**src/common/sensor_params.svh**
```systemverilog
// Register indices, field positions, reset values and strobe timing counts.
// Assumes a 32-bit bus with one register per word: byte address = 4 * index.
`ifndef SENSOR_PARAMS_SVH
`define SENSOR_PARAMS_SVH

`define IDX_RUN_CTRL 8'h0D
`define IDX_EDGE_CTRL 8'h1F
`define IDX_ACTIVE_ROWS 8'h40
`define IDX_ROW_WIDTH 8'h41
`define IDX_HBLANK 8'h42
`define IDX_VBLANK 8'h43
`define IDX_INTEG_ROWS 8'h44
`define IDX_STATUS 8'h45

`define BIT_SOFT_RESET 0
`define BIT_RESTART 1
`define BIT_STANDBY 2
`define BIT_FALL_EN 15
`define FALL_N_MSB 14
`define FALL_N_LSB 8
`define BIT_RISE_EN 7
`define RISE_N_MSB 6
`define RISE_N_LSB 0

`define DEF_RUN_CTRL 16'h0000
`define DEF_EDGE_CTRL 16'h0000
`define DEF_ACTIVE_ROWS 16'h0008
`define DEF_ROW_WIDTH 16'h0020
`define DEF_HBLANK 16'h0010
`define DEF_VBLANK 16'h0004
`define DEF_INTEG_ROWS 16'h0002

// Pixel clocks between frame strobe and row strobe edges in default mode
`define STROBE_LEAD_CLKS 6
// Extra pixel clocks added to the early edge leads in early fall and early rise modes
`define EARLY_EDGE_CONST 3

`endif

```
**src/common/sensor_pkg.sv**
```systemverilog
// Types shared by the frame strobe logic.
// Assumes nothing beyond a SystemVerilog compiler.
package sensor_pkg;

    typedef enum logic [1:0] {
        ST_RUN,
        ST_SOFT,
        ST_STANDBY,
        ST_INTEG
    } run_state_t;

    typedef struct packed {
        logic fv;
        logic lv;
        logic [9:0] data;
    } pix_port_t;

    typedef struct packed {
        logic [15:0] active_rows;
        logic [15:0] row_width;
        logic [15:0] hblank;
        logic [15:0] vblank;
        logic [15:0] integ_rows;
    } geom_t;

endpackage

```
**src/rtl/frame_strobe_gen.sv**
```systemverilog
// Sensor run control and frame/row strobe timing behind a Wishbone slave.
// Assumes a classic Wishbone master on clk_i and a free pixel clock pin.
// How it works
// - Standby bit set puts the core in low power until it is cleared.
// - Restart write cuts the current frame and restarts at the first row.
// - After restart, first frame waits for the programmed integration time.
// - Restart acts only on a written one and always reads zero.
// - Soft reset cuts the frame and drives the pixel port idle.
// - Soft reset returns all other registers to defaults; its bit stays.
// - Clearing soft reset resumes normal frame generation.
// - Default mode: frame strobe falls 6 clocks after last row strobe.
// - Early fall mode still produces the row strobe for every active row.
// - Early fall leads the last row end by (1+N) rows plus 3.
// - Default mode: frame strobe rises 6 clocks before first row strobe.
// - Early rise enable uses the 7-bit rise count instead of 6 clocks.
// - Early rise leads by (1+N) rows plus horizontal blank plus 3.
`include "sensor_params.svh"

module frame_strobe_gen
    import sensor_pkg::*;
#(
    parameter int POS_W = 24
) (
    input wire logic clk_i,
    input wire logic rst_i,
    input wire logic wb_cyc_i,
    input wire logic wb_stb_i,
    input wire logic wb_we_i,
    input wire logic [9:0] wb_adr_i,
    input wire logic [3:0] wb_sel_i,
    input wire logic [31:0] wb_dat_i,
    output logic [31:0] wb_dat_o,
    output logic wb_ack_o,
    input wire logic pix_clk_i,
    output pix_port_t pix_o,
    output logic low_power_o
);

    localparam geom_t GEOM_DEF = '{`DEF_ACTIVE_ROWS, `DEF_ROW_WIDTH,
        `DEF_HBLANK, `DEF_VBLANK, `DEF_INTEG_ROWS};

    function automatic logic [15:0] merge16(input logic [15:0] old,
                                            input logic [31:0] wdat,
                                            input logic [3:0] sel);
        logic [15:0] res;
        res = old;
        if (sel[0]) begin
            res[7:0] = wdat[7:0];
        end
        if (sel[1]) begin
            res[15:8] = wdat[15:8];
        end
        return res;
    endfunction

    // Products are cut to the position width; geometry must fit in it
    function automatic logic [POS_W-1:0] rows_to_clks(input logic [15:0] n,
                                                      input logic [15:0] rt);
        logic [31:0] p;
        p = n * rt;
        return p[POS_W-1:0];
    endfunction

    logic pe;
    logic ack_r;
    logic [31:0] rd_r;
    logic soft_r;
    logic standby_r;
    logic [15:0] edge_r;
    geom_t geom_r;
    run_state_t state_r;
    logic [POS_W-1:0] wait_r;
    logic [POS_W-1:0] pos_r;
    logic [15:0] col_r;
    logic [15:0] row_r;
    logic frame_on_r;
    logic fv_r;
    logic lv_r;
    logic [9:0] data_r;

    logic [7:0] idx;
    logic access;
    logic wr;
    logic restart_p;
    logic [15:0] run_wdat;
    logic [31:0] rd_c;
    logic [15:0] row_time;
    logic [POS_W-1:0] frame_len;
    logic [POS_W-1:0] p_end;
    logic [POS_W-1:0] fall_lead;
    logic [POS_W-1:0] rise_lead;
    logic [POS_W-1:0] fall_pos;
    logic [POS_W-1:0] rise_pos;
    logic [POS_W-1:0] integ_clks;
    logic fall_en;
    logic rise_en;
    logic lv_c;

    pix_clk_edge u_edge (
        .clk_i(clk_i),
        .rst_i(rst_i),
        .pix_clk_i(pix_clk_i),
        .rise_o(pe)
    );

    // Bus slave: every access is answered one cycle after it is seen
    assign idx = wb_adr_i[9:2];
    assign access = wb_cyc_i & wb_stb_i & ~ack_r;
    assign wr = access & wb_we_i;
    assign run_wdat = merge16({13'h0000, standby_r, 1'b0, soft_r},
                              wb_dat_i, wb_sel_i);
    assign restart_p = wr && idx == `IDX_RUN_CTRL && wb_sel_i[0]
                       && wb_dat_i[`BIT_RESTART] && !soft_r;
    assign wb_ack_o = ack_r;
    assign wb_dat_o = rd_r;

    always_ff @(posedge clk_i) begin
        if (rst_i) begin
            ack_r <= 1'b0;
        end else begin
            ack_r <= access;
        end
    end

    always_comb begin
        rd_c = 32'h0000_0000;
        case (idx)
            // Restart bit never stored, so it reads back as zero
            `IDX_RUN_CTRL: rd_c = {29'h0000_0000, standby_r, 1'b0,
                                   soft_r};
            `IDX_EDGE_CTRL: rd_c = {16'h0000, edge_r};
            `IDX_ACTIVE_ROWS: rd_c = {16'h0000, geom_r.active_rows};
            `IDX_ROW_WIDTH: rd_c = {16'h0000, geom_r.row_width};
            `IDX_HBLANK: rd_c = {16'h0000, geom_r.hblank};
            `IDX_VBLANK: rd_c = {16'h0000, geom_r.vblank};
            `IDX_INTEG_ROWS: rd_c = {16'h0000, geom_r.integ_rows};
            `IDX_STATUS: rd_c = {27'h0000_000, fv_r, lv_r, low_power_o,
                                 state_r};
            default: rd_c = 32'h0000_0000;
        endcase
    end

    always_ff @(posedge clk_i) begin
        if (rst_i) begin
            rd_r <= 32'h0000_0000;
        end else if (access && !wb_we_i) begin
            rd_r <= rd_c;
        end
    end

    // Soft reset bit itself survives; it is excluded from its own reset
    always_ff @(posedge clk_i) begin
        if (rst_i) begin
            soft_r <= 1'b0;
        end else if (wr && idx == `IDX_RUN_CTRL) begin
            soft_r <= run_wdat[`BIT_SOFT_RESET];
        end
    end

    // Writes to the other registers are lost while soft reset is held
    always_ff @(posedge clk_i) begin
        if (rst_i || soft_r) begin
            standby_r <= 1'b0;
            edge_r <= `DEF_EDGE_CTRL;
            geom_r <= GEOM_DEF;
        end else if (wr) begin
            case (idx)
                `IDX_RUN_CTRL: standby_r <= run_wdat[`BIT_STANDBY];
                `IDX_EDGE_CTRL: edge_r <= merge16(edge_r, wb_dat_i,
                                                  wb_sel_i);
                `IDX_ACTIVE_ROWS: geom_r.active_rows <=
                    merge16(geom_r.active_rows, wb_dat_i, wb_sel_i);
                `IDX_ROW_WIDTH: geom_r.row_width <=
                    merge16(geom_r.row_width, wb_dat_i, wb_sel_i);
                `IDX_HBLANK: geom_r.hblank <=
                    merge16(geom_r.hblank, wb_dat_i, wb_sel_i);
                `IDX_VBLANK: geom_r.vblank <=
                    merge16(geom_r.vblank, wb_dat_i, wb_sel_i);
                `IDX_INTEG_ROWS: geom_r.integ_rows <=
                    merge16(geom_r.integ_rows, wb_dat_i, wb_sel_i);
                default: standby_r <= standby_r;
            endcase
        end
    end

    // Frame geometry; positions count pixel clocks from the first row start
    assign fall_en = edge_r[`BIT_FALL_EN];
    assign rise_en = edge_r[`BIT_RISE_EN];
    assign row_time = 16'(geom_r.row_width + geom_r.hblank);
    assign frame_len = rows_to_clks(16'(geom_r.active_rows + geom_r.vblank),
                                    row_time);
    assign p_end = POS_W'(rows_to_clks(16'(geom_r.active_rows - 16'h0001),
                                       row_time) + geom_r.row_width);
    assign fall_lead = POS_W'(rows_to_clks(
        16'({9'h000, edge_r[`FALL_N_MSB:`FALL_N_LSB]} + 16'h0001), row_time)
        + `EARLY_EDGE_CONST);
    assign rise_lead = rise_en ? POS_W'(rows_to_clks(
        16'({9'h000, edge_r[`RISE_N_MSB:`RISE_N_LSB]} + 16'h0001), row_time)
        + geom_r.hblank + `EARLY_EDGE_CONST)
        : POS_W'(`STROBE_LEAD_CLKS);
    // Early fall count beyond the row width is left to software
    assign fall_pos = fall_en ? POS_W'(p_end - fall_lead)
                              : POS_W'(p_end + `STROBE_LEAD_CLKS);
    assign rise_pos = POS_W'(frame_len - rise_lead);
    assign integ_clks = rows_to_clks(geom_r.integ_rows, row_time);
    // Row strobe does not depend on the frame strobe mode
    assign lv_c = frame_on_r && row_r < geom_r.active_rows
                  && col_r < geom_r.row_width;

    // Run state: soft reset beats standby, standby beats restart
    always_ff @(posedge clk_i) begin
        if (rst_i) begin
            state_r <= ST_INTEG;
            wait_r <= '0;
        end else if (soft_r) begin
            state_r <= ST_SOFT;
        end else if (standby_r) begin
            state_r <= ST_STANDBY;
        end else if (restart_p || state_r == ST_SOFT
                     || state_r == ST_STANDBY) begin
            state_r <= ST_INTEG;
            wait_r <= integ_clks;
        end else if (state_r == ST_INTEG) begin
            if (wait_r == '0) begin
                state_r <= ST_RUN;
            end else if (pe) begin
                wait_r <= wait_r - 1'b1;
            end
        end
    end

    assign low_power_o = state_r == ST_STANDBY;

    // Frame timing; a cut frame drops both strobes at once
    always_ff @(posedge clk_i) begin
        if (rst_i || soft_r || restart_p || state_r != ST_RUN) begin
            fv_r <= 1'b0;
            lv_r <= 1'b0;
            data_r <= 10'h000;
            frame_on_r <= 1'b0;
            pos_r <= rise_pos;
            col_r <= 16'h0000;
            row_r <= 16'h0000;
        end else if (pe) begin
            if (pos_r == rise_pos) begin
                fv_r <= 1'b1;
            end else if (pos_r == fall_pos) begin
                fv_r <= 1'b0;
            end
            lv_r <= lv_c;
            data_r <= lv_c ? col_r[9:0] : 10'h000;
            if (pos_r >= frame_len - 1'b1) begin
                pos_r <= '0;
                col_r <= 16'h0000;
                row_r <= 16'h0000;
                frame_on_r <= 1'b1;
            end else begin
                pos_r <= pos_r + 1'b1;
                if (col_r >= row_time - 16'h0001) begin
                    col_r <= 16'h0000;
                    row_r <= row_r + 16'h0001;
                end else begin
                    col_r <= col_r + 16'h0001;
                end
            end
        end
    end

    assign pix_o = '{fv: fv_r, lv: lv_r, data: data_r};

    // Helper: pixel clocks spent waiting out the integration time
    logic [POS_W-1:0] integ_pe_r;
    always_ff @(posedge clk_i) begin
        if (rst_i || state_r != ST_INTEG || restart_p) begin
            integ_pe_r <= '0;
        end else if (pe && wait_r != '0) begin
            integ_pe_r <= integ_pe_r + 1'b1;
        end
    end
endmodule // frame_strobe_gen

```
**src/rtl/pix_clk_edge.sv**
```systemverilog
// Pixel clock sampler: brings the pixel clock pin into clk_i and marks edges.
// Assumes clk_i runs well above twice the pixel clock rate.
module pix_clk_edge (
    input wire logic clk_i,
    input wire logic rst_i,
    input wire logic pix_clk_i,
    output logic rise_o
);

    logic meta_r;
    logic sync_r;
    logic last_r;

    always_ff @(posedge clk_i) begin
        if (rst_i) begin
            meta_r <= 1'b0;
            sync_r <= 1'b0;
            last_r <= 1'b0;
        end else begin
            meta_r <= pix_clk_i;
            sync_r <= meta_r;
            last_r <= sync_r;
        end
    end

    // One-cycle enable per pixel clock, two cycles behind the pin
    assign rise_o = sync_r & ~last_r;

endmodule // pix_clk_edge

```
**config.mk**
```make
export PLATFORM = sky130hd
export DESIGN_NAME = frame_strobe_gen
export DESIGN_NICKNAME = d
export VERILOG_FILES = /design/src/common/sensor_pkg.sv /design/src/rtl/frame_strobe_gen.sv /design/src/rtl/pix_clk_edge.sv
export VERILOG_INCLUDE_DIRS = /design/src /design/src/common
export SDC_FILE = /design/constraint.sdc
export NUM_CORES = 2
export LEC_CHECK = 0
export BUFFER_PORTS_ARGS = -buffer_cell sky130_fd_sc_hd__clkbuf_2
export CORE_AREA = 5 5 285 287
export CTS_CLUSTER_SIZE = 40
export DETAILED_ROUTE_END_ITERATION = 10
export DIE_AREA = 0 0 290 292
export GPL_TIMING_DRIVEN = 0
export PLACE_DENSITY = 0.86
export SYNTH_ARGS = -nofsm -noshare
export SYNTH_HDL_FRONTEND = slang
export SYNTH_SLANG_ARGS = --single-unit
export TNS_END_PERCENT = 100
```
**constraint.sdc**
```tcl
create_clock -name clk_i -period 12.8 [get_ports clk_i]
set_input_delay 2.56 -clock clk_i [delete_from_list [all_inputs] [get_ports clk_i]]
set_output_delay 2.56 -clock clk_i [all_outputs]
set_load 0.005 [all_outputs]
```
; After elaboration in Yosys (flattened, before gate mapping)
; Cells that the tools add are included.
[totals]
ff_bits = 229
inputBits = 52
output_inout_bits = 46
word_cells = 146
[classes]
n_addsub = 18
mul = 5
magnitude_cmp = 4
n_eq_ne = 14
mux = 22
bitwise = 8
reduce_logical = 46
[ops]
columns = op, count
row1 = 24-bit two-way mux, 9
row2 = 16-bit one-hot mux with 8 select lines, 1
row3 = 16-bit by 16-bit multiplier with 24-bit output, 3
row4 = 16-bit two-way mux, 4
row5 = 24-bit by 16-bit adder with 24-bit output, 2
row6 = "24-bit by 2-bit adder with 24-bit output, second input constant", 2
row7 = 24-bit == test, 2
row8 = "8-bit by 7-bit == test with 1-bit output, second input constant", 6
row9 = 8-bit by 16-bit multiplier with 24-bit output, 2
row10 = "24-bit by 1-bit subtractor with 24-bit output, second input constant", 2
row11 = 24-bit subtractor, 2
row12 = 3-bit AND reduction, 13
row13 = "16-bit by 1-bit adder with 16-bit output, second input constant", 2
row14 = 16-bit adder, 2
row15 = 16-bit less-than comparator, 2
row16 = "16-bit by 1-bit subtractor with 16-bit output, second input constant", 2
row17 = "24-bit by 1-bit adder with 24-bit output, second input constant", 1
row18 = "24-bit by 3-bit adder with 24-bit output, second input constant", 1
row19 = 24-bit greater-or-equal comparator, 1
row20 = 24-bit logical NOT, 1
row21 = "7-bit by 1-bit adder with 8-bit output, second input constant", 2
row22 = 16-bit greater-or-equal comparator, 1
row23 = 2-bit AND reduction, 6
row24 = 2-bit nonzero test, 6
row25 = other kinds (17), 42

; Logic depth before layout (Yosys ltp)
[logic_depth]
depth_word = 12
mapped_depth = 50
ltp_nobuf = 48

; Cells and area by module
; From an unflattened synthesis, not the netlist that was laid out.
[unflattened]
cells_unflattened = 5590
hier_area_um2 = 46393.2
[modules_own_cells]
columns = mod, n_inst, cells_per_inst, area_per_inst_um2, seq_area_each_um2
row1 = frame_strobe_gen, 1, 5583, 46305.7, 4444.3
row2 = pix_clk_edge, 1, 7, 87.6, 60.1

; Worst setup path before layout
; No wires, ideal clock.
[synth_path]
path_kind = flip-flop to flip-flop
start = register geom_r[32] in the netlist's numbering
end = register fv_r
setup_time_ps = 116
arrival_ps = 11563
required_time_ps = 12684
setup_slack_ps = 1121
stages_incl_launch_ff = 45
path_buffers = 3
synth_period_minus_slack_ps = 11679
cell_sequence = dfxtp_1 ha_1 fa_1 a211oi_1 o21ai_1 a31o_2 a221o_1 xor2_1 clkbuf_1 clkbuf_1 nand2_1 fa_1 fa_1 fa_1 fa_1 fa_1 fa_1 inv_1 [... 9 more ...] ha_1 inv_1 fa_1 inv_1 fa_1 inv_1 ha_1 a21oi_1 nor2b_1 a311oi_1 o31ai_1 xnor2_1 or4_2 a22o_1 nor4_2 o2111a_1 a21oi_1 a31o_1
[synth_via]
elab_chain_len = 9
elab_cells_between_ends = 19
cone_classes = add/sub: 8 / mul: 4 / eq/ne: 2 / mux: 3 / reduce/logical: 2
[synth_lines]
columns = element, line
row1 = start: declaration, frame_strobe_gen.sv:70  ; geom_t geom_r;
row2 = 16-bit adder, frame_strobe_gen.sv:189  ; assign row_time = 16'(geom_r.row_width + geom_r.hblank);
row3 = 8-bit by 16-bit multiplier with 24-bit output, frame_strobe_gen.sv:60  ; p = n * rt;
row4 = 24-bit by 16-bit adder with 24-bit output, frame_strobe_gen.sv:197  ; assign rise_lead = rise_en ? POS_W'(rows_to_clks(
row5 = 24-bit by 2-bit adder with 24-bit output (no source line), n/a
row6 = 24-bit two-way mux, frame_strobe_gen.sv:197
row7 = 24-bit subtractor, frame_strobe_gen.sv:204  ; assign rise_pos = POS_W'(frame_len - rise_lead);
row8 = 24-bit == test, frame_strobe_gen.sv:245  ; if (pos_r == rise_pos) begin
row9 = 2-bit nonzero test (no source line), n/a
row10 = 2-bit AND reduction (no source line), n/a
row11 = end signal: assignment, frame_strobe_gen.sv:237  ; fv_r <= 1'b0;
row12 = end signal: assignment, frame_strobe_gen.sv:246  ; fv_r <= 1'b1;
row13 = end signal: assignment, frame_strobe_gen.sv:248  ; fv_r <= 1'b0;
row14 = end: declaration, frame_strobe_gen.sv:77  ; logic fv_r;
; Several ways; a longest one is shown, not always the timed one.
; A chain may end at the register's enable or synchronous reset.

; Worst setup path in the final report
[layout_path]
start = register geom_r[64] in the netlist's numbering
end = register fv_r
[layout_via]
elab_chain_len = 8
elab_cells_between_ends = 14
cone_classes = add/sub: 6 / mul: 2 / eq/ne: 2 / mux: 2 / reduce/logical: 2
[layout_lines]
columns = element, line
row1 = 16-bit by 1-bit subtractor with 16-bit output, frame_strobe_gen.sv:192  ; assign p_end = POS_W'(rows_to_clks(16'(geom_r.active_rows - 16'h0001),
row2 = 16-bit by 16-bit multiplier with 24-bit output, frame_strobe_gen.sv:60
row3 = 24-bit by 16-bit adder with 24-bit output, frame_strobe_gen.sv:193  ; row_time) + geom_r.row_width);
row4 = 24-bit by 3-bit adder with 24-bit output (no source line) or 24-bit subtractor (tied branches), n/a
row5 = 24-bit two-way mux, frame_strobe_gen.sv:202  ; assign fall_pos = fall_en ? POS_W'(p_end - fall_lead)
row6 = 24-bit == test, frame_strobe_gen.sv:247  ; end else if (pos_r == fall_pos) begin
row7 = 2-bit nonzero test (no source line), n/a
row8 = 2-bit AND reduction (no source line), n/a
; Several ways; a longest one is shown, not always the timed one.

==> summary.md <==
| Metric | Value |
|---|---|
| F_max | 0.0790 GHz |
| Ys async rst share | 0% |
| Initial Util | 59.2% |
| Port bufs | 60 |
| CTS tree | built |
| Final GP Congestion | 1.08 |
| Clock Path Buffers | 3 |
| Seq/Total Area, Yosys | roughly a tenth |
| H-tree Lvls | 1 |
| # fillers | 6397 |
| Placed cell areas | 0.0482 mm² |
| Static Leakage | ~22 nW |
| Worst path max stage delay | about 900 ps |
| Design Power | 0.00214 W |
| Met3 Usage GRT | 11.3% |
| Relative slew slack | 14.5% |
| Hold_sp | u_edge.meta_r |
| Max VDD drop | 0.115 mV |
| Most used cell, CP | fa_1 |
| Initial antenna violation count | 12 |
| Share of the synthesized area in the top cell type | 31.5% |
| Crit-path slowest cell | xor2_1 |
| Tightest Pin Transition | 1280 ps |
| Detailed Route WL | 156000 µm |
| Post-Syn Instances | 5596 |
| Min-Delay Endpoint | u_edge.sync_r |
| Via Count | 42300 |
| CP required | around 13000 ps |
| Worst endpoint data arrival time | 13110 ps |
| Num ports | 98 |
| Post-route antenna net violation count | 0 |
| Reg-to-reg slack, setup | 140 ps |
| Area leader, netlist | fa_1 |
| Pwr dens | 43.0 mW/mm² |
| Crit Reg-Reg Endpoint | fv_r |
| Ys flop type | dfxtp_1 |
| Core area | 0.0784 mm² |
| Synth warn | 0 |
| Final Setup Violations | 0 |
| Stages on worst setup path | 37 |
| Insertion delay to the later sink of the worst-skew pair | between 500 and 600 ps |
| Syn-to-layout area delta | 7.44% |
| Kind of critical path | register to register |
| Layout Nets | 6927 |
| Register Area | 0.00451 mm² |
| Met1 Track Usage GR | 43.4% |
| Layout Skew | roughly 29 ps |
| Gr ovfl total | 0 |
| Clock root buffer | clkbuf_16 |
| Slew Viols, Final | 0 |
| # clock sinks | 213 |
| Hold_ws | about 450 ps |
| Die width | approximately 290 µm |
| Met2 Track Usage GR | 55.1% |
| Final Hold Vio Count | 0 |
| FF-to-FF path depth | 37 |
| Most frequent cells in the layout | inv_1 (896), fa_1 (728), nand2_1 (708) |
| EDFF count, synth | 24 |
| Dominant cells by area after synthesis | fa_1 (31%), ha_1 (12%), dfxtp_1 (8.2%) |
| MaxCap Viol Count | 0 |
| WP buf/inv | 8 |
| Multi-input logic area | roughly 0.038 mm² |
| Min Clock Period, post-route | 12660 ps |
| Crit path launch | geom_r[64] |
| Status | completed |
| Synth Register Bits | roughly 210 |
| Period utilisation layout | 98.9% |
| Max FO, Critical Path | 10 |
| Row count | 103 |
| GRT busiest layer | met2 |
| Sum Neg Setup Slack | 0 ps |
| Vias per cell | between 6 and 7 |
| Detailed placement HPWL | 125000 µm |
| Cell Area, Synth | 0.0464 mm² |
| Mean area per synthesized cell | 8.29 µm² |
| DRC | 0 |
| Post-route cell area | 0.0498 mm² |
| Share of cells above drive strength 1 | approximately 6.0% |
| Cell family with most CP delay | adder cells |
| Hold depth | 1 |
| Die area | 0.0847 mm² |
| Most common cell after layout, fill and taps aside | inv_1 |
| Synth unique cells | 119 |
| Min-Delay Path Class | register to register |
| Num CTS Buffers | 24 |
| GRT Util Overall | 35.9% |
| First-pass detailed-route iteration total | 8 |
| Worst setup EP type | register |
| Startpoint types | register |
| First-pass GRT wire length | 238000 µm |
| Die Ht | 292 µm |
| Vias in the first global route | 43000 |
| DR WL/cell | 23.0 µm |
| Reg2reg start | geom_r[64] |
| 1st-iter DRT viols | around 5300 |
| CTS clk-pin slew, worst paths | 60 ps |
| Pin count of the biggest net entering global routing | 27 |
[worst max path at each step]
stage	to	slack (ps)
after floorplan	fv_r	1120
after global placement	fv_r	-1510
after detailed placement	fv_r	-1640
after CTS	fv_r	-40
after global routing	fv_r	-70
final	fv_r	140
[per-stage QoR]
stage	std cells	util [%]	setup WS, ps
after floorplan	5611	-	1120
after global placement	6721	61.3	-1510
after detailed placement	6727	61.5	-1640
after CTS	6772	63.0	-44.6
after global routing	6785	63.6	-65.4
final	6800	63.6	136
[metal layers]
| metal | share of wire [%] | vias up |
|---|---|---|
| li1 | - | 18000 |
| met1 | 34 | 20400 |
| met2 | 43 | 2977 |
| met3 | 14 | 866 |
| met4 | 9.2 | 14 |
| met5 | 0.056 | - |
[cells in the mapped netlist, types with 76 or more instances]
cell type,number
xnor2_1,254
xor2_1,99
nand2_1,708
nor3_1,76
nand2b_1,77
ha_1,430
and2_1,165
nand3_1,87
a21oi_1,199
clkbuf_1,233
dfxtp_1,189
inv_1,896
o21ai_0,117
fa_1,729
nor2_1,562
[sequential cells by signal, summed over array words and instances, names as in the netlist]
name and flops:
data_r 10, lv_r 1, u_edge.sync_r 1, row_r 16
state_r 2, soft_r 1, col_r 16, standby_r 1
pos_r 24, edge_r 16, wb_dat_o 16, frame_on_r 1
u_edge.meta_r 1, wb_ack_o 1, fv_r 1, wait_r 24
u_edge.last_r 1, geom_r 80
[what timing repair did]
item,in CTS,in global routing
pin swaps,0,9
hold endpoints to repair,0,0
endpoints found under the setup margin,57,48
gates resized for setup,87,137
gates cloned,0,1
hold buffers,0,0
buffers inserted,5,14
[power by group]
group          internal (W)  switching (W)  leakage, nW
registers          0.000715      0.0000434         1.80
logic              0.000198       0.000423         19.7
clock network      0.000452       0.000313        0.424
[logic make-up after synthesis]
family          Yosys count  share of synthesized area (%)
simple gates           1913                           18.9
xor+xnor                359                           6.94
mux                      70                           1.52
fa+ha+maj              1159                           43.1
compound gates          701                           10.1
other cells               1                        0.00808
flops                   213                           9.71
buf+inv                1180                           9.76
[cell type report]
class                   instances  share of cell area [%]
diodes                         17                  0.0854
clock buffers                  35                    1.43
flip-flops and latches        213                    9.04
inverters                     902                    6.81
multi-input cells            4218                    76.0
repair buffers                 86                    1.02
well taps                    1050                    2.64
plain buffers                 271                    2.65
clock inverters                 8                   0.299
Power figures use the tool's default switching activity.
